**config.mk**
```make
export PLATFORM = sky130hd
export DESIGN_NAME = dlc_regs
export DESIGN_NICKNAME = d
export VERILOG_FILES = /design/src/hw/dlc_pct_decode.v /design/src/hw/dlc_regs.v
export VERILOG_INCLUDE_DIRS = /design/src /design/src/hw
export SDC_FILE = /design/constraint.sdc
export NUM_CORES = 1
export LEC_CHECK = 0
export ABC_AREA = 1
export BUFFER_PORTS_ARGS = -buffer_cell sky130_fd_sc_hd__buf_2
export CORE_UTILIZATION = 40
export CTS_CLUSTER_DIAMETER = 80
export DETAILED_ROUTE_END_ITERATION = 10
export PLACE_DENSITY = 0.72
export REMOVE_ABC_BUFFERS = 1
export SETUP_SLACK_MARGIN = 0.4
export SLEW_MARGIN = 0
export SYNTH_ARGS = -nofsm -noshare
export SYNTH_HDL_FRONTEND = slang
export SYNTH_SLANG_ARGS = --single-unit
```
**constraint.sdc**
```tcl
create_clock -name clk -period 2.45 [get_ports clk]
set_input_delay 0.3675 -clock clk [delete_from_list [all_inputs] [get_ports clk]]
set_output_delay 0.3675 -clock clk [all_outputs]
set_load 0.02 [all_outputs]
```
**src/hw/dlc_consts.vh**
```
`ifndef DLC_CONSTS_VH
`define DLC_CONSTS_VH

// ----------------------------------------------------------------------
// Register indices and byte addresses
// ----------------------------------------------------------------------
`define DLC_IDX_DECEL 8'h8C
`define DLC_IDX_LOOP 8'h8E
`define DLC_ADDR_DECEL 12'h230
`define DLC_ADDR_LOOP 12'h238
`define DLC_RESET_VALUE 32'h00000000

// ----------------------------------------------------------------------
// Field positions of the fast deceleration register
// ----------------------------------------------------------------------
`define DLC_PARITY_BIT 31
`define DLC_BLANK_BIT 19
`define DLC_WIN_HI 18
`define DLC_WIN_LO 16
`define DLC_THR_HI 15
`define DLC_THR_LO 13
`define DLC_LOW_HI 12
`define DLC_LOW_LO 9
`define DLC_TAPER_BIT 8
`define DLC_EN_BIT 7
`define DLC_UP_HI 6
`define DLC_UP_LO 3
`define DLC_EXIT_HI 2
`define DLC_EXIT_LO 0
`define DLC_DECEL_WMASK 32'h800FFFFF

// ----------------------------------------------------------------------
// Field positions of the loop register
// ----------------------------------------------------------------------
`define DLC_KP_HI 29
`define DLC_KP_LO 20
`define DLC_KI_HI 19
`define DLC_KI_LO 8
`define DLC_CEIL_HI 7
`define DLC_CEIL_LO 5
`define DLC_FLOOR_HI 4
`define DLC_FLOOR_LO 2
`define DLC_MODE_HI 1
`define DLC_MODE_LO 0
`define DLC_LOOP_WMASK 32'hBFFFFFFF

// ----------------------------------------------------------------------
// Mode codes and scale constants
// ----------------------------------------------------------------------
`define DLC_MODE_OFF 2'h0
`define DLC_MODE_SPEED 2'h1
`define DLC_MODE_POWER 2'h2
`define DLC_KP_DIVISOR 10000
`define DLC_KI_DIVISOR 1000000
`define DLC_MV_PER_CODE 100

`endif

```
**src/hw/dlc_pct_decode.v**
```verilog
`timescale 1ns/10ps

// Converts three-bit percentage codes to tenths of a percent.
module dlc_pct_decode (
    // Codes
    input wire [2:0] window_code,
    input wire [2:0] threshold_code,
    input wire [2:0] exit_code,
    // Values in tenths of a percent
    output reg [9:0] window_pmil,
    output reg [9:0] threshold_pmil,
    output reg [9:0] exit_pmil
);

    // Low band: 0, 2.5, 5, 7.5, 10, 15, 20, 25 percent.
    function [9:0] low_band;
        input [2:0] code;
        begin
            case (code)
                3'h0: low_band = 10'h000;
                3'h1: low_band = 10'h019;
                3'h2: low_band = 10'h032;
                3'h3: low_band = 10'h04B;
                3'h4: low_band = 10'h064;
                3'h5: low_band = 10'h096;
                3'h6: low_band = 10'h0C8;
                default: low_band = 10'h0FA;
            endcase
        end
    endfunction

    always @* begin
        window_pmil = low_band(window_code);
        // Each code step removes 50 tenths, built as 32 + 16 + 2 times the code.
        threshold_pmil = 10'h3E8 - {2'h0, threshold_code, 5'h00} - {3'h0, threshold_code, 4'h0}
            - {6'h00, threshold_code, 1'b0};
        case (exit_code)
            3'h0: exit_pmil = 10'h005;
            3'h1: exit_pmil = 10'h00A;
            3'h2: exit_pmil = 10'h00F;
            3'h3: exit_pmil = 10'h014;
            3'h4: exit_pmil = 10'h019;
            3'h5: exit_pmil = 10'h01E;
            3'h6: exit_pmil = 10'h028;
            default: exit_pmil = 10'h032;
        endcase
    end

endmodule

```
**src/hw/dlc_regs.v**
```verilog
`timescale 1ns/10ps
`include "dlc_consts.vh"

// Contract
// - Comparator blanking during fast deceleration follows the blanking enable bit.
// - Duty window codes 0..7 give 0, 2.5, 5, 7.5, 10, 15, 20, 25 percent.
// - Duty threshold codes 0..7 give 100 down to 65 percent in 5 percent steps.
// - Lower current limit code n gives n times 0.1 V, code 0 reserved.
// - The taper bit lets the current limit fall progressively during deceleration.
// - Fast deceleration runs only while its enable bit is one.
// - Upper current limit code n gives n times 0.1 V, code 0 reserved.
// - Exit margin codes 0..7 give 0.5, 1, 1.5, 2, 2.5, 3, 4, 5 percent.
// - Proportional gain is the ten-bit field over 10000.
// - Integral gain is the twelve-bit field over one million.
// - Loop output ceiling codes 0..7 give 100 down to 65 percent.
// - Loop output floor codes 0..7 give 0, 2.5, 5, 7.5, 10, 15, 20, 25 percent.
// - Mode 0 disables the loop, 1 regulates speed, 2 power, 3 is reserved.
module dlc_regs (
    // Clock and reset
    input wire clk,
    input wire rst_n,
    // APB slave
    input wire psel,
    input wire penable,
    input wire pwrite,
    input wire [11:0] paddr,
    input wire [31:0] pwdata,
    output wire pready,
    output reg [31:0] prdata,
    output wire pslverr,
    // Motor control status
    input wire decel_request,
    // Fast deceleration controls
    output reg rapid_slowdown_active,
    output reg comparator_blank,
    output reg decel_current_taper_active,
    output reg [9:0] decel_duty_window_pmil,
    output reg [9:0] decel_duty_threshold_pmil,
    output reg [9:0] decel_exit_margin_pmil,
    output reg [10:0] decel_current_lower_mv,
    output reg [10:0] decel_current_upper_mv,
    output reg decel_limit_invalid,
    // Loop controls
    output reg loop_enable,
    output reg loop_speed_mode,
    output reg loop_power_mode,
    output reg loop_mode_invalid,
    output reg [9:0] loop_proportional_gain,
    output reg [11:0] loop_integral_gain,
    output reg [9:0] loop_output_ceiling_pmil,
    output reg [9:0] loop_output_floor_pmil
);

    // ------------------------------------------------------------------
    // Register storage
    // ------------------------------------------------------------------
    reg [31:0] fast_decel_config;
    reg [31:0] speed_power_loop_config;
    reg decel_req_meta;
    reg decel_req_sync;

    wire hit_decel = (paddr == `DLC_ADDR_DECEL);
    wire hit_loop = (paddr == `DLC_ADDR_LOOP);
    wire access = psel & penable;

    assign pready = 1'b1;
    assign pslverr = access & ~hit_decel & ~hit_loop;

    always @(posedge clk or negedge rst_n) begin
        if (!rst_n) begin
            fast_decel_config <= `DLC_RESET_VALUE;
            speed_power_loop_config <= `DLC_RESET_VALUE;
        end else if (access && pwrite) begin
            if (hit_decel) begin
                fast_decel_config <= pwdata & `DLC_DECEL_WMASK;
            end
            if (hit_loop) begin
                speed_power_loop_config <= pwdata & `DLC_LOOP_WMASK;
            end
        end
    end

    always @(posedge clk or negedge rst_n) begin
        if (!rst_n) begin
            prdata <= 32'h00000000;
        end else if (psel && !penable && !pwrite) begin
            if (hit_decel) begin
                prdata <= fast_decel_config;
            end else if (hit_loop) begin
                prdata <= speed_power_loop_config;
            end else begin
                prdata <= 32'h00000000;
            end
        end
    end

    // ------------------------------------------------------------------
    // Request synchroniser
    // ------------------------------------------------------------------
    always @(posedge clk or negedge rst_n) begin
        if (!rst_n) begin
            decel_req_meta <= 1'b0;
            decel_req_sync <= 1'b0;
        end else begin
            decel_req_meta <= decel_request;
            decel_req_sync <= decel_req_meta;
        end
    end

    // ------------------------------------------------------------------
    // Decoding
    // ------------------------------------------------------------------
    wire [9:0] win_pmil;
    wire [9:0] thr_pmil;
    wire [9:0] exit_pmil;
    wire [9:0] ceil_pmil;
    wire [9:0] floor_pmil;

    dlc_pct_decode u_decel_pct (
        .window_code(fast_decel_config[`DLC_WIN_HI:`DLC_WIN_LO]),
        .threshold_code(fast_decel_config[`DLC_THR_HI:`DLC_THR_LO]),
        .exit_code(fast_decel_config[`DLC_EXIT_HI:`DLC_EXIT_LO]),
        .window_pmil(win_pmil),
        .threshold_pmil(thr_pmil),
        .exit_pmil(exit_pmil)
    );

    dlc_pct_decode u_loop_pct (
        .window_code(speed_power_loop_config[`DLC_FLOOR_HI:`DLC_FLOOR_LO]),
        .threshold_code(speed_power_loop_config[`DLC_CEIL_HI:`DLC_CEIL_LO]),
        .exit_code(3'h0),
        .window_pmil(floor_pmil),
        .threshold_pmil(ceil_pmil),
        .exit_pmil()
    );

    // Current limit code to millivolts at the sense amplifier output.
    function [10:0] limit_mv;
        input [3:0] code;
        begin
            limit_mv = code * 7'd`DLC_MV_PER_CODE;
        end
    endfunction

    wire en = fast_decel_config[`DLC_EN_BIT];
    wire active = en & decel_req_sync;
    wire [3:0] low_code = fast_decel_config[`DLC_LOW_HI:`DLC_LOW_LO];
    wire [3:0] up_code = fast_decel_config[`DLC_UP_HI:`DLC_UP_LO];
    wire [1:0] mode = speed_power_loop_config[`DLC_MODE_HI:`DLC_MODE_LO];

    // ------------------------------------------------------------------
    // Output registers
    // ------------------------------------------------------------------
    always @(posedge clk or negedge rst_n) begin
        if (!rst_n) begin
            rapid_slowdown_active <= 1'b0;
            comparator_blank <= 1'b0;
            decel_current_taper_active <= 1'b0;
            decel_duty_window_pmil <= 10'h000;
            decel_duty_threshold_pmil <= 10'h3E8;
            decel_exit_margin_pmil <= 10'h005;
            decel_current_lower_mv <= 11'h000;
            decel_current_upper_mv <= 11'h000;
            decel_limit_invalid <= 1'b0;
            loop_enable <= 1'b0;
            loop_speed_mode <= 1'b0;
            loop_power_mode <= 1'b0;
            loop_mode_invalid <= 1'b0;
            loop_proportional_gain <= 10'h000;
            loop_integral_gain <= 12'h000;
            loop_output_ceiling_pmil <= 10'h3E8;
            loop_output_floor_pmil <= 10'h000;
        end else begin
            rapid_slowdown_active <= active;
            comparator_blank <= active & fast_decel_config[`DLC_BLANK_BIT];
            decel_current_taper_active <= active & fast_decel_config[`DLC_TAPER_BIT];
            decel_duty_window_pmil <= win_pmil;
            decel_duty_threshold_pmil <= thr_pmil;
            decel_exit_margin_pmil <= exit_pmil;
            decel_current_lower_mv <= limit_mv(low_code);
            decel_current_upper_mv <= limit_mv(up_code);
            decel_limit_invalid <= en & ((low_code == 4'h0) | (up_code == 4'h0));
            loop_enable <= (mode == `DLC_MODE_SPEED) | (mode == `DLC_MODE_POWER);
            loop_speed_mode <= (mode == `DLC_MODE_SPEED);
            loop_power_mode <= (mode == `DLC_MODE_POWER);
            loop_mode_invalid <= (mode == 2'h3);
            loop_proportional_gain <= speed_power_loop_config[`DLC_KP_HI:`DLC_KP_LO];
            loop_integral_gain <= speed_power_loop_config[`DLC_KI_HI:`DLC_KI_LO];
            loop_output_ceiling_pmil <= ceil_pmil;
            loop_output_floor_pmil <= floor_pmil;
        end
    end

endmodule

```
After elaboration in Yosys (flattened, before gate mapping):

Index checks and enable logic that the tools add are counted.

* output and inout port bits: 136
* bits in registers: 184
* word-level logic and storage cells: 81

* $mul: 2
* $add $sub $neg: 6
* reductions and logical operators: 12
* bitwise logic cells: 11
* mux-type cells: 5
* eq/ne operators: 23

Operator list (number)
* case mux 8 bit (7 select lines): 2
* 2-to-1 mux 32 bit: 2
* case mux 6 bit (7 select lines): 1
* equality test 3 bit, second input constant: 9
* equality test 12 x 10 -> 1 bit, second input constant: 2
* subtractor 10 x 4 -> 10 bit: 2
* subtractor 10 x 7 -> 10 bit: 2
* subtractor 6 x 9 -> 10 bit, first input constant: 2
* equality test 3 x 2 -> 1 bit, second input constant: 6
* multiplier 4 x 5 -> 9 bit, second input constant: 2
* equality test 3 x 1 -> 1 bit, second input constant: 3
* zero test 3 bit: 3
* zero test 4 bit: 2
* bitwise AND 1 bit: 7
* equality test 2 bit, second input constant: 2
* AND reduction 2 bit: 2
* logical AND 1 bit: 3
* equality test 2 x 1 -> 1 bit, second input constant: 1
* zero test 1 bit: 2
* NOT 1 bit: 2
* OR 1 bit: 2

Depth between registers and ports, before layout:

Gate-level depths: netlist of run 1.

* depth in word-level cells: 4
* gate-level depth with buffers: 10
* mapped depth without buffers: 10

Modules after synthesis:

Synthesis of run 1 repeated with hierarchy kept, for this count alone.

* cells, all modules: 818
* area total of the unflattened synthesis: 7826.3 um^2

By module, submodules not included
* dlc_regs: cells each 624, seq. area each 4596.9 um^2, area each 6745.2 um^2, times used 1
* dlc_pct_decode: cells each 97, seq. area each 0.0 um^2, area each 540.5 um^2, times used 2

Least setup slack after synthesis of run 1:

Ideal clock, no wire load.

* path type: reg-to-reg
* start: register fast_decel_config[3]
* end: register decel_current_upper_mv[10]
* required time: 2.370 ns
* data arrival time: 1.612 ns
* cell stages (with the launch flop): 7
* path slack: 0.758 ns
* cells stage by stage: dfrtp_1 > inv_1 > ha_1 > ha_1 > fa_1 > a21oi_1 > xnor2_1

* longest elaborated chain between the ends: 1

Ends and longest elaborated chain
* start: declaration: line dlc_regs.v:57 `reg [31:0] fast_decel_config;`
* start signal: assignment: line dlc_regs.v:71 `` fast_decel_config <= `DLC_RESET_VALUE; ``
* start signal: assignment: line dlc_regs.v:75 `` fast_decel_config <= pwdata & `DLC_DECEL_WMASK; ``
* multiplier 4 x 5 -> 9 bit (no line)
* end signal: assignment: line dlc_regs.v:181 `decel_current_upper_mv <= limit_mv(up_code);`
* end: declaration: line dlc_regs.v:41 `output reg [10:0] decel_current_upper_mv,`

Every way passes these cells.
A chain may end at the register's enable or synchronous reset.

Worst setup path in the final report of run 1:

Ends and elaborated chain as after synthesis.

==> run summary, run 1 <==
ROUTING
-----------------------------------------------------------------------------------------------
Total via count in the routed design                                                      5,455
Average routed wire per standard cell                                                   14.0 µm
Final Routed Wirelength                                                               16,600 µm
Detailed-route DRC error count                                                                0
TritonRoute pass-1 iters                                                                      5
Iteration-0 DRC count of the detailed router                                                292
Drt via density                                                                            4.60
Remaining number of nets flagged by the antenna check after routing                           0

CLOCK TREE
-----------------------------------------------------------------------------------------------
Clock tree from TritonCTS                                                                   yes
Clock insertion delay at the later pin of the skew report                               0.42 ns
Number of buffers inserted during clock tree synthesis                                       17
Maximum clock insertion buffer count                                                          2
Clock input transition at the sequential cells of the worst setup and hold paths        0.06 ns
Number of clock sinks                                                                       173
Root buffer cell                                                                      clkbuf_16
CTS H-Tree Depth                                                                              4
Post-CTS setup repair buffer count                                                            0

POWER AND IR DROP
-----------------------------------------------------------------------------------------------
Power per cell area                                                                  629 mW/mm²
PnR Total Power                                                                       0.00569 W
Highest ir drop seen on vdd                                                          0.000444 V
Static Leakage                                                                          5.25 nW

SYNTH
-----------------------------------------------------------------------------------------------
Flops & latches, synth                                                                      173
Cell count after synthesis                                                                  771
Cell with the most instances after synthesis                                            nand2_1
Sequential fraction of the synthesis area                                                 0.588
Total number of yosys warnings                                                                0
Post-synthesis cell type count                                                               29
Most used flip-flop cell after synthesis                                                dfrtp_1
Average cell area after synthesis                                                      9.59 µm²
Ranking of synthesized cells by area                                               dfrtp_1 (54%), nand2_1 (16%), ha_1 (8.0%)
Leading cell types by count after synthesis                                        nand2_1 (311), dfrtp_1 (159), nand3_1 (54), inv_1 (50), ha_1 (47)
Async set or reset register ratio after synthesis                                          1.00
Mapped Area                                                                         0.00739 mm²
Number of synthesized flops with an enable pin                                                0
Area fraction of the dominant cell type after synthesis                                   0.538
Cell taking the most area after synthesis                                               dfrtp_1

FINAL LAYOUT
-----------------------------------------------------------------------------------------------
Final layout net count                                                                    1,043
Final-layout fill cell count                                                              1,667
Synth-to-Final Area Change                                                                22.4%
Post-layout utilization of the core                                                       0.502
# diodes                                                                                      0
Share of post-route cells with drive strength above 1                                     0.254

STA
-----------------------------------------------------------------------------------------------
Highest clock frequency the design can meet                                             527 MHz
Number of max-slew violations in the final report                                             0
Final count of hold timing violations                                                         0
Period utilisation layout                                                                 0.774
Period minus WS final                                                                   1.90 ns
Setup violations, final                                                                       0
Unrepaired setup endpoints after global routing                                              no
Setup tns final                                                                            0 ns
Fin Clk Skew                                                                          0.0102 ns

CRITICAL PATH
-----------------------------------------------------------------------------------------------
Arrival time of the worst setup path                                                    2.24 ns
Critical path origin                                                               fast_decel_config[3]$_DFFE_PN0P_
CP Data Required Time                                                                   2.79 ns
Peak fanout along the critical path                                                           6
Crit Path Category                                                                      reg2reg
Element type at the critical path start                                                    flop
Critical R2R Launch                                                                fast_decel_config[3]$_DFFE_PN0P_
FF-to-FF setup slack                                                                    0.55 ns
Type of destination of the critical path                                                   flop

FLOORPLANNING
-----------------------------------------------------------------------------------------------
Effective utilization at floorplan                                                        0.410
Die Span X                                                                               138 µm
I/O pin cnt                                                                                 186
Y dimension of the die                                                                   138 µm
Die outline area                                                                     0.0190 mm²
Area of the core                                                                     0.0180 mm²
Number of rows in the core area                                                              49

GRT
-----------------------------------------------------------------------------------------------
Via count of the first global-routing pass                                                5,155
GRT Overall Usage                                                                         0.182
Wire length of the first global-routing pass                                          26,000 µm
Pin count of the biggest net entering global routing                                         64
Number of antenna violations at the first check in global routing                             3
Overflow after GRT                                                                            0

WORST HOLD PATH
-----------------------------------------------------------------------------------------------
Class of the worst hold path                                                             in2reg
Start point of the worst hold path                                                 decel_request

FLOW RUN
-----------------------------------------------------------------------------------------------
Number of violations of the max-capacitance limit                                             0

PLACED DESIGN
-----------------------------------------------------------------------------------------------
Final weighted congestion of routability-driven global placement                          0.797
IO buf count                                                                                168
Dpl hpwl                                                                              11,400 µm

STATUS
-----------------------------------------------------------------------------------------------
Run status                                                                         complete, no violations

## cells by family after synthesis
kind of cell | after synthesis | synth area share
adder cells (fa/ha/maj) | 49 | 0.0850
other | 2 | 0.00102
flip-flops | 173 | 0.588
AO/OA/AOI/OAI | 31 | 0.0225
XOR/XNOR | 15 | 0.0178
AND/OR/NAND/NOR | 405 | 0.223
buffers and inverters | 96 | 0.0633
## what timing repair did
item                                    in CTS  in global routing
hold buffers                                 1                  0
endpoints found under the setup margin       0                  1
gates resized for setup                      0                  1
hold endpoints to repair                    26                  0
## path summary, 6_finish.rpt
kind | to | cells after the start
min in group asynchronous | decel_current_upper_mv[3]$_DFF_PN0_ | 2
setup reg to reg | decel_current_upper_mv[10]$_DFF_PN0_ | 6
setup / recovery | decel_current_upper_mv[10]$_DFF_PN0_ | 6
max in group asynchronous | decel_duty_threshold_pmil[6]$_DFF_PN1_ | 3
hold / removal | decel_req_meta$_DFF_PN0_ | 1
hold reg to reg | decel_req_sync$_DFF_PN0_ | 0
## power breakdown
group | total [W] | switching [W] | internal [W] | leakage, nW
Clock | 0.00264 | 0.00116 | 0.00148 | 0.283
Sequential | 0.00286 | 0.00000233 | 0.00286 | 2.36
Combinational | 0.000185 | 0.000136 | 0.0000495 | 2.61
Total | 0.00569 | 0.00130 | 0.00439 | 5.25
## layout make-up
class / count / area [µm²] / share of cell area
inverters: 53 / 199 / 0.0220
clock buffers: 19 / 453 / 0.0500
repair buffers: 183 / 1000 / 0.110
well taps: 229 / 287 / 0.0317
multi-input cells: 516 / 2640 / 0.291
flip-flops and latches: 173 / 4350 / 0.480
clock inverters: 13 / 128 / 0.0141
## per-stage QoR
stage                     setup slack, ns  cells  hold WS (ns)  cell area [µm²]
after global routing                0.424   1186        0.0318             9050
after CTS                           0.530   1186        0.0341             9050
after floorplan                     0.441    742        0.0719             7180
final                               0.554   1186        0.0546             9050
after global placement              0.551   1153         0.279             8460
after detailed placement            0.538   1153         0.280             8460
## worst max-delay path, cell delays in order (launching register included)
cell and delay (ns):
dfrtp_1 0.48, inv_1 0.07, ha_1 0.30, ha_1 0.24, fa_1 0.43, a21oi_1 0.18
xnor2_1 0.13
## layout by cell type, fill, tap and decap left out
master and instances:
nor2_4 4, clkbuf_16 17, nand2_2 2, buf_12 3
buf_6 1, dfstp_2 14, dfrtp_1 158, or2_2 2
xor2_1 8, inv_8 1, o21ai_0 17, dfrtp_2 1
clkbuf_8 2, inv_6 6, inv_2 3, o211ai_1 1
conb_1 16, clkinv_4 1, buf_2 167, nand4_1 2
nand2_1 311, dlygate4sd3_1 1, inv_1 50, xnor2_1 7
nand3_1 53, buf_4 11, fa_1 2, clkinvlp_4 2
o22ai_1 1, clkinv_2 2, nor3_2 1, ha_1 47
bufinv_16 1, o21a_1 2, a21oi_1 9, a21boi_0 1
nor2_1 28, nand3_2 2
## metal layers
| metal | vias up | part of all wire | global-route usage |
|---|---|---|---|
| li1 | 2693 | - | - |
| met1 | 2577 | 0.46 | 0.237 |
| met2 | 162 | 0.48 | 0.292 |
| met3 | 17 | 0.053 | 0.0461 |
| met4 | 6 | 0.0089 | 0.0640 |
| met5 | - | 0.0024 | 0 |
## registers in the layout, summed over array words and instances (netlist names), 8 cells and up
register	cells
loop_output_ceiling_pmil	9
prdata	31
decel_duty_window_pmil	8
speed_power_loop_config	31
fast_decel_config	21
loop_proportional_gain	10
decel_duty_threshold_pmil	9
decel_current_lower_mv	9
decel_current_upper_mv	9
loop_integral_gain	12
loop_output_floor_pmil	8
(Power assumes the default switching activity.)
==> run 2: changes to the inputs <==
--- a/config.mk
+++ b/config.mk
@@ -11,7 +11,7 @@
 export CORE_UTILIZATION = 40
 export CTS_CLUSTER_DIAMETER = 80
 export DETAILED_ROUTE_END_ITERATION = 10
-export PLACE_DENSITY = 0.72
+export PLACE_DENSITY = 0.74
 export REMOVE_ABC_BUFFERS = 1
 export SETUP_SLACK_MARGIN = 0.4
 export SLEW_MARGIN = 0
==> constraint.sdc (replaced) <==
create_clock -name clk -period 1.7 [get_ports clk]
set_input_delay 0.255 -clock clk [delete_from_list [all_inputs] [get_ports clk]]
set_output_delay 0.255 -clock clk [all_outputs]
set_load 0.02 [all_outputs]
==> run 2 against run 1 <==
Global-route usage increased by 2.2 points; sequential cell count unchanged; power increased by 48%; highest routed layer is now met4; clock skew decreased by 0.0014 ns; critical path depth unchanged; routed wire length increased by 13%; critical path type unchanged; setup slack got worse by 0.50 ns; worst hold slack got worse by 0.033 ns.
==> run summary, run 2 (synthesis gave the netlist of run 1 again) <==
CRITICAL PATH
-----------------------------------------------------------------------------------------------
Critical R2R Launch                                                                fast_decel_config[4]$_DFFE_PN0P_   was fast_decel_config[3]$_DFFE_PN0P_
Arrival time of the worst setup path                                                    2.00 ns   was 2.24 ns
Type of destination of the critical path                                                   flop   unchanged
Crit Path Category                                                                      reg2reg   unchanged
Element type at the critical path start                                                    flop   unchanged
Master of the slowest instance on the critical path                                        fa_2   was dfrtp_1
Number of cells on the worst reg-to-reg path                                                  6   unchanged
CP Data Required Time                                                                   2.06 ns   was 2.79 ns
Peak fanout along the critical path                                                           2   was 6
CP dominant cell by count                                                                  ha_4   was ha_1
Cell-by-cell listing of the critical path                                          inv_1 > ha_4 > ha_4 > fa_2 > a21oi_2 > xnor2_1   was inv_1 > ha_1 > ha_1 > fa_1 > a21oi_1 > xnor2_1
Critical path origin                                                               fast_decel_config[4]$_DFFE_PN0P_   was fast_decel_config[3]$_DFFE_PN0P_
Highest cell delay on the worst timing path                                             0.41 ns   was 0.48 ns

STA
-----------------------------------------------------------------------------------------------
Unrepaired setup endpoints after global routing                                             yes   was no
Number of max-slew violations in the final report                                             0   unchanged
Setup violations, final                                                                       0   unchanged
Period utilisation layout                                                                 0.966   was 0.774
Final count of hold timing violations                                                         0   unchanged
Fin Clk Skew                                                                         0.00884 ns   was 0.0102 ns
Period minus WS final                                                                   1.64 ns   was 1.90 ns
Highest clock frequency the design can meet                                             609 MHz   was 527 MHz
Smallest hold slack                                                                   0.0217 ns   was 0.0546 ns
Setup tns final                                                                            0 ns   unchanged

CLOCK TREE
-----------------------------------------------------------------------------------------------
Root buffer cell                                                                      clkbuf_16   unchanged
Clock tree from TritonCTS                                                                   yes   unchanged
Maximum clock insertion buffer count                                                          2   unchanged
CTS H-Tree Depth                                                                              4   unchanged
Number of clock sinks                                                                       173   unchanged
Clock input transition at the sequential cells of the worst setup and hold paths        0.07 ns   was 0.06 ns
Number of buffers inserted during clock tree synthesis                                       17   unchanged
Clock insertion delay at the later pin of the skew report                               0.43 ns   was 0.42 ns

STATUS
-----------------------------------------------------------------------------------------------
Run status                                                                         complete, no violations   unchanged

FLOW RUN
-----------------------------------------------------------------------------------------------
Number of violations of the max-capacitance limit                                             0   unchanged

PLACED DESIGN
-----------------------------------------------------------------------------------------------
Dpl hpwl                                                                              11,900 µm   was 11,400 µm
IO buf count                                                                                168   unchanged
Cell area reported after detailed placement                                         0.00863 mm²   was 0.00846 mm²
Final weighted congestion of routability-driven global placement                          0.811   was 0.797

FINAL LAYOUT
-----------------------------------------------------------------------------------------------
Synth-to-Final Area Change                                                                38.6%   was 22.4%
# diodes                                                                                      0   unchanged
Share of post-route cells with drive strength above 1                                     0.373   was 0.254
Post-layout utilization of the core                                                       0.568   was 0.502
Final layout net count                                                                    1,106   was 1,043
Leading cell type in the layout, fill and taps excluded                                 nand2_1   unchanged
Registers with the highest flip-flop counts                                        prdata: 31 flops, speed_power_loop_config: 31 flops, fast_decel_config: 21 flops   unchanged
Commonest non-fill, non-tap cells in the layout                                    nand2_1 (297), dfrtp_1 (156), buf_2 (148)   was nand2_1 (311), buf_2 (167), dfrtp_1 (158)
Finished layout cell area                                                            0.0102 mm²   was 0.00905 mm²

FLOORPLANNING
-----------------------------------------------------------------------------------------------
I/O pin cnt                                                                                 186   unchanged
Area of the core                                                                     0.0180 mm²   unchanged
Die outline area                                                                     0.0190 mm²   unchanged
Number of rows in the core area                                                              49   unchanged
Effective utilization at floorplan                                                        0.410   unchanged
Y dimension of the die                                                                   138 µm   unchanged
Die Span X                                                                               138 µm   unchanged

WORST HOLD PATH
-----------------------------------------------------------------------------------------------
Hold Crit Depth                                                                               3   was 1
Start point of the worst hold path                                                   pwdata[27]   was decel_request
Class of the worst hold path                                                             in2reg   unchanged

ROUTING
-----------------------------------------------------------------------------------------------
Drt via density                                                                            4.74   was 4.60
Average routed wire per standard cell                                                   15.0 µm   was 14.0 µm
Remaining number of nets flagged by the antenna check after routing                           0   unchanged
TritonRoute pass-1 iters                                                                      4   was 5
Total via count in the routed design                                                      5,923   was 5,455
Final Routed Wirelength                                                               18,800 µm   was 16,600 µm
Iteration-0 DRC count of the detailed router                                                360   was 292
Detailed-route DRC error count                                                                0   unchanged

GRT
-----------------------------------------------------------------------------------------------
GRT Overall Usage                                                                         0.203   was 0.182
Pin count of the biggest net entering global routing                                         44   was 64
Overflow after GRT                                                                            0   unchanged
Number of antenna violations at the first check in global routing                             0   was 3
Via count of the first global-routing pass                                                5,710   was 5,155
Wire length of the first global-routing pass                                          29,000 µm   was 26,000 µm

POWER AND IR DROP
-----------------------------------------------------------------------------------------------
Highest ir drop seen on vdd                                                          0.000683 V   was 0.000444 V
Power per cell area                                                                  823 mW/mm²   was 629 mW/mm²
PnR Total Power                                                                       0.00843 W   was 0.00569 W
Static Leakage                                                                          5.66 nW   was 5.25 nW

run 2: what timing repair did:
action,in CTS,in global routing
pin swaps,24,37
endpoints found under the hold margin,28,0
hold buffers,2,0
endpoints found under the setup margin,33,45
resized for setup,95,54
setup buffers,32,9
run 2: final timing paths:
| kind | to | slack, ns |
|---|---|---|
| max | decel_current_upper_mv[10]$_DFF_PN0_ | 0.06 |
| min reg2reg | decel_req_sync$_DFF_PN0_ | 0.35 |
| max in group asynchronous | decel_exit_margin_pmil[0]$_DFF_PN1_ | 0.77 |
| min in group asynchronous | loop_output_ceiling_pmil[4]$_DFF_PN0_ | 0.31 |
| max reg2reg | decel_current_upper_mv[10]$_DFF_PN0_ | 0.06 |
| min | speed_power_loop_config[27]$_DFFE_PN0P_ | 0.02 |
run 2: routing by layer:
layer	wire length (µm)	vias up	track usage
met5	0	-	0
met1	7730	2863	0.253
met4	397	0	0.0803
li1	-	2828	-
met3	972	37	0.0424
met2	9690	195	0.344
run 2: worst max-delay path, delay by kind of cell (launching register included):
family          cells  cell delay (ns)
compound gates      1             0.16
flops               1             0.40
fa+ha+maj           3             0.79
xor+xnor            1             0.12
buf+inv             1             0.10
run 2: through the flow:
| stage | setup slack, ns | instances |
|---|---|---|
| global placement | -0.0340 | 1174 |
| floorplan | -0.196 | 742 |
| CTS | 0.0358 | 1240 |
| global route | 0.000177 | 1249 |
| detailed placement | -0.0907 | 1174 |
| finish | 0.0585 | 1249 |
run 2: layout make-up:
class | count | area [µm²]
Clock buffer | 17 | 425
Clock inverter | 15 | 183
Fill cell | 1527 | 7780
Inverter | 53 | 206
Multi-Input combinational cell | 516 | 3120
Sequential cell | 173 | 4350
Tap cell | 229 | 287
Timing Repair Buffer | 246 | 1680
run 2: power breakdown:
part | leakage, nW | switching [W] | internal, W
Sequential | 2.36 | 0.00000336 | 0.00412
Combinational | 3.00 | 0.000207 | 0.0000973
Clock | 0.296 | 0.00178 | 0.00222
==> run 3: changes to the inputs <==
==> constraint.sdc (replaced) <==
create_clock -name clk -period 1.7 [get_ports clk]
set_input_delay 0 -clock clk [delete_from_list [all_inputs] [get_ports clk]]
set_output_delay 0 -clock clk [all_outputs]
set_load 0.02 [all_outputs]
==> run 3 against run 2 <==
Design area increased by 2.2%; clock skew decreased by 0.00086 ns; sequential power about the same; power increased by 4.0%; non-clock buffer count increased by 31; clock power increased by 7.7%; sequential cell count unchanged; clock-buffer cell count increased by 5; first-iteration DRC count decreased by 26%; setup slack got worse by 0.037 ns; cell count increased by 2.5%; critical endpoint unchanged; largest power group is now the clock network; highest routed layer unchanged.
==> run summary, run 3 (synthesis gave the netlist of run 1 again) <==
PLACED DESIGN
-----------------------------------------------------------------------------------------------
Cell area reported after detailed placement                                         0.00859 mm²   was 0.00863 mm²
Dpl hpwl                                                                              11,800 µm   was 11,900 µm
Placed instance count                                                                     1,171   was 1,174
Final weighted congestion of routability-driven global placement                          0.830   was 0.811
IO buf count                                                                                168   unchanged

ROUTING
-----------------------------------------------------------------------------------------------
Iteration-0 DRC count of the detailed router                                                265   was 360
Remaining number of nets flagged by the antenna check after routing                           0   unchanged
Final Routed Wirelength                                                               19,900 µm   was 18,800 µm
Detailed-route DRC error count                                                                0   unchanged
TritonRoute pass-1 iters                                                                      5   was 4
Average routed wire per standard cell                                                   15.5 µm   was 15.0 µm
Total via count in the routed design                                                      6,143   was 5,923
Drt via density                                                                            4.80   was 4.74

POWER AND IR DROP
-----------------------------------------------------------------------------------------------
Proportion of power drawn by flip-flops and latches                                       0.471   was 0.489
Highest ir drop seen on vdd                                                          0.000703 V   was 0.000683 V
Power Internal                                                                        0.00691 W   was 0.00644 W
PnR Total Power                                                                       0.00877 W   was 0.00843 W
Static Leakage                                                                          5.73 nW   was 5.66 nW
Relative contribution of the clock network to total power                                 0.491   was 0.475
Sw power                                                                              0.00187 W   was 0.00199 W
Fraction of power spent switching nets                                                    0.213   was 0.236
Power per cell area                                                                  838 mW/mm²   was 823 mW/mm²
Gate power share                                                                          0.038   was 0.036

FINAL LAYOUT
-----------------------------------------------------------------------------------------------
Leading cell type in the layout, fill and taps excluded                                 nand2_1   unchanged
Registers with the highest flip-flop counts                                        prdata: 31 flops, speed_power_loop_config: 31 flops, fast_decel_config: 21 flops   unchanged
Commonest non-fill, non-tap cells in the layout                                    nand2_1 (293), buf_2 (167), dfrtp_1 (156)   was nand2_1 (297), dfrtp_1 (156), buf_2 (148)
Final layout net count                                                                    1,137   was 1,106
Synth-to-Final Area Change                                                                41.6%   was 38.6%
# diodes                                                                                      0   unchanged
Post-layout utilization of the core                                                       0.581   was 0.568
Final-layout fill cell count                                                              1,497   was 1,527
Final non-filler cell total                                                               1,280   was 1,249
Finished layout cell area                                                            0.0105 mm²   was 0.0102 mm²
Share of post-route cells with drive strength above 1                                     0.363   was 0.373

STA
-----------------------------------------------------------------------------------------------
Period utilisation layout                                                                 0.988   was 0.966
Final count of hold timing violations                                                         0   unchanged
Number of max-slew violations in the final report                                             0   unchanged
Setup violations, final                                                                       0   unchanged
Pin slew with the least headroom to its limit                                          0.536 ns
Highest clock frequency the design can meet                                             596 MHz   was 609 MHz
Period minus WS final                                                                   1.68 ns   was 1.64 ns
Worst-case headroom to the max-slew limit                                                 0.643
Fin Clk Skew                                                                         0.00797 ns   was 0.00884 ns
Unrepaired setup endpoints after global routing                                             yes   unchanged

CLOCK TREE
-----------------------------------------------------------------------------------------------
Maximum clock insertion buffer count                                                          2   unchanged
Root buffer cell                                                                      clkbuf_16   unchanged
Clock tree from TritonCTS                                                                   yes   unchanged
Clock input transition at the sequential cells of the worst setup and hold paths        0.07 ns   about the same
CTS H-Tree Depth                                                                              4   unchanged
Number of clock sinks                                                                       173   unchanged
Number of buffers inserted during clock tree synthesis                                       17   unchanged
Clock insertion delay at the later pin of the skew report                               0.43 ns   about the same

CRITICAL PATH
-----------------------------------------------------------------------------------------------
Critical path origin                                                               fast_decel_config[4]$_DFFE_PN0P_   unchanged
Type of destination of the critical path                                                   flop   unchanged
Highest cell delay on the worst timing path                                             0.44 ns   was 0.41 ns
Critical R2R Launch                                                                fast_decel_config[4]$_DFFE_PN0P_   unchanged
Terminus of the critical flop-to-flop path                                         decel_current_upper_mv[10]$_DFF_PN0_   unchanged
Crit Path Category                                                                      reg2reg   unchanged
Number of cells on the worst reg-to-reg path                                                  6   unchanged
CP Data Required Time                                                                   2.05 ns   was 2.06 ns
Arrival time of the worst setup path                                                    2.03 ns   was 2.00 ns
CP dominant cell by count                                                                 buf_6   was ha_4
Peak fanout along the critical path                                                           3   was 2
Master of the slowest instance on the critical path                                     dfrtp_1   was fa_2
FF-to-FF setup slack                                                                    0.02 ns   was 0.06 ns
Cell-by-cell listing of the critical path                                          buf_6 > buf_6 > ha_4 > fa_2 > a21oi_2 > xnor2_1   was inv_1 > ha_4 > ha_4 > fa_2 > a21oi_2 > xnor2_1
Element type at the critical path start                                                    flop   unchanged

FLOORPLANNING
-----------------------------------------------------------------------------------------------
Die outline area                                                                     0.0190 mm²   unchanged
Number of rows in the core area                                                              49   unchanged
Die Span X                                                                               138 µm   unchanged
Y dimension of the die                                                                   138 µm   unchanged
Area of the core                                                                     0.0180 mm²   unchanged
Effective utilization at floorplan                                                        0.410   unchanged
I/O pin cnt                                                                                 186   unchanged

GRT
-----------------------------------------------------------------------------------------------
Pin count of the biggest net entering global routing                                         57   was 44
Number of antenna violations at the first check in global routing                             0   unchanged
Via count of the first global-routing pass                                                5,995   was 5,710
GRT Overall Usage                                                                         0.213   was 0.203
Global-route track usage on met2                                                          0.350   was 0.344
Global routing usage on met3                                                             0.0369   was 0.0424
Met1 global-route usage                                                                   0.263   was 0.253
Wire length of the first global-routing pass                                          30,100 µm   was 29,000 µm
Busiest metal layer after global routing                                                   met2   unchanged
Overflow after GRT                                                                            0   unchanged

FLOW RUN
-----------------------------------------------------------------------------------------------
Number of violations of the max-capacitance limit                                             0   unchanged

STATUS
-----------------------------------------------------------------------------------------------
Run status                                                                         complete, no violations   unchanged

WORST HOLD PATH
-----------------------------------------------------------------------------------------------
Class of the worst hold path                                                           in2async   was in2reg

## run 3: how the worst max path moves through the flow
stage	to	slack [ns]	depth (start not counted)
finish	decel_current_upper_mv[10]$_DFF_PN0_	0.02	6
global route	decel_current_upper_mv[10]$_DFF_PN0_	-0.03	6
CTS	decel_current_lower_mv[10]$_DFF_PN0_	0.07	8
detailed placement	decel_current_upper_mv[10]$_DFF_PN0_	-0.05	6
global placement	decel_current_upper_mv[10]$_DFF_PN0_	-0.003	6
floorplan	decel_current_upper_mv[10]$_DFF_PN0_	0.008	6
## run 3: layout make-up
class / count / area [µm²] / share of cell area
Clock buffer: 22 / 454 / 0.0434
Clock inverter: 10 / 190 / 0.0182
Inverter: 53 / 206 / 0.0197
Multi-Input combinational cell: 516 / 3110 / 0.297
Sequential cell: 173 / 4350 / 0.416
Tap cell: 229 / 287 / 0.0274
Timing Repair Buffer: 277 / 1870 / 0.178
## run 3: power by group through the flow
stage	registers (W)	logic (W)	clock network [W]
after floorplan	0.00421	0.0000733	0
after global placement	0.00420	0.000269	0
after detailed placement	0.00420	0.000273	0
after CTS	0.00413	0.000339	0.00437
after global routing	0.00413	0.000374	0.00454
final	0.00413	0.000336	0.00431
## run 3: worst max-delay path, delay by kind of cell (launching register included)
kind,cells,cell delay (ns)
xor+xnor,1,0.13
compound gates,1,0.15
fa+ha+maj,2,0.63
buf+inv,2,0.25
flops,1,0.44
## run 3: per-layer routing
metal  share of wire  vias up
met4           0.036        0
li1                -     2882
met1            0.41     2963
met3           0.055       53
met2            0.50      245
met5               0        -
## run 3: repair_timing
| item | 4_1_cts | 5_1_grt |
|---|---|---|
| gates resized for setup | 75 | 51 |
| endpoints found under the setup margin | 18 | 19 |
| hold buffers | 33 | 0 |
| hold endpoints to repair | 224 | 0 |
| setup buffers | 32 | 12 |
| pin swaps | 30 | 34 |
## run 3: stage by stage
step | hold WS, ns | setup WS (ns) | setup TNS, ns
after global placement | -0.000269 | -0.00265 | -0.00265
after CTS | 0.112 | 0.0718 | 0
after detailed placement | 0.00358 | -0.0523 | -0.0523
after global routing | 0.146 | -0.0304 | -0.0452
final | 0.0955 | 0.0211 | 0
after floorplan | -0.296 | 0.00847 | 0
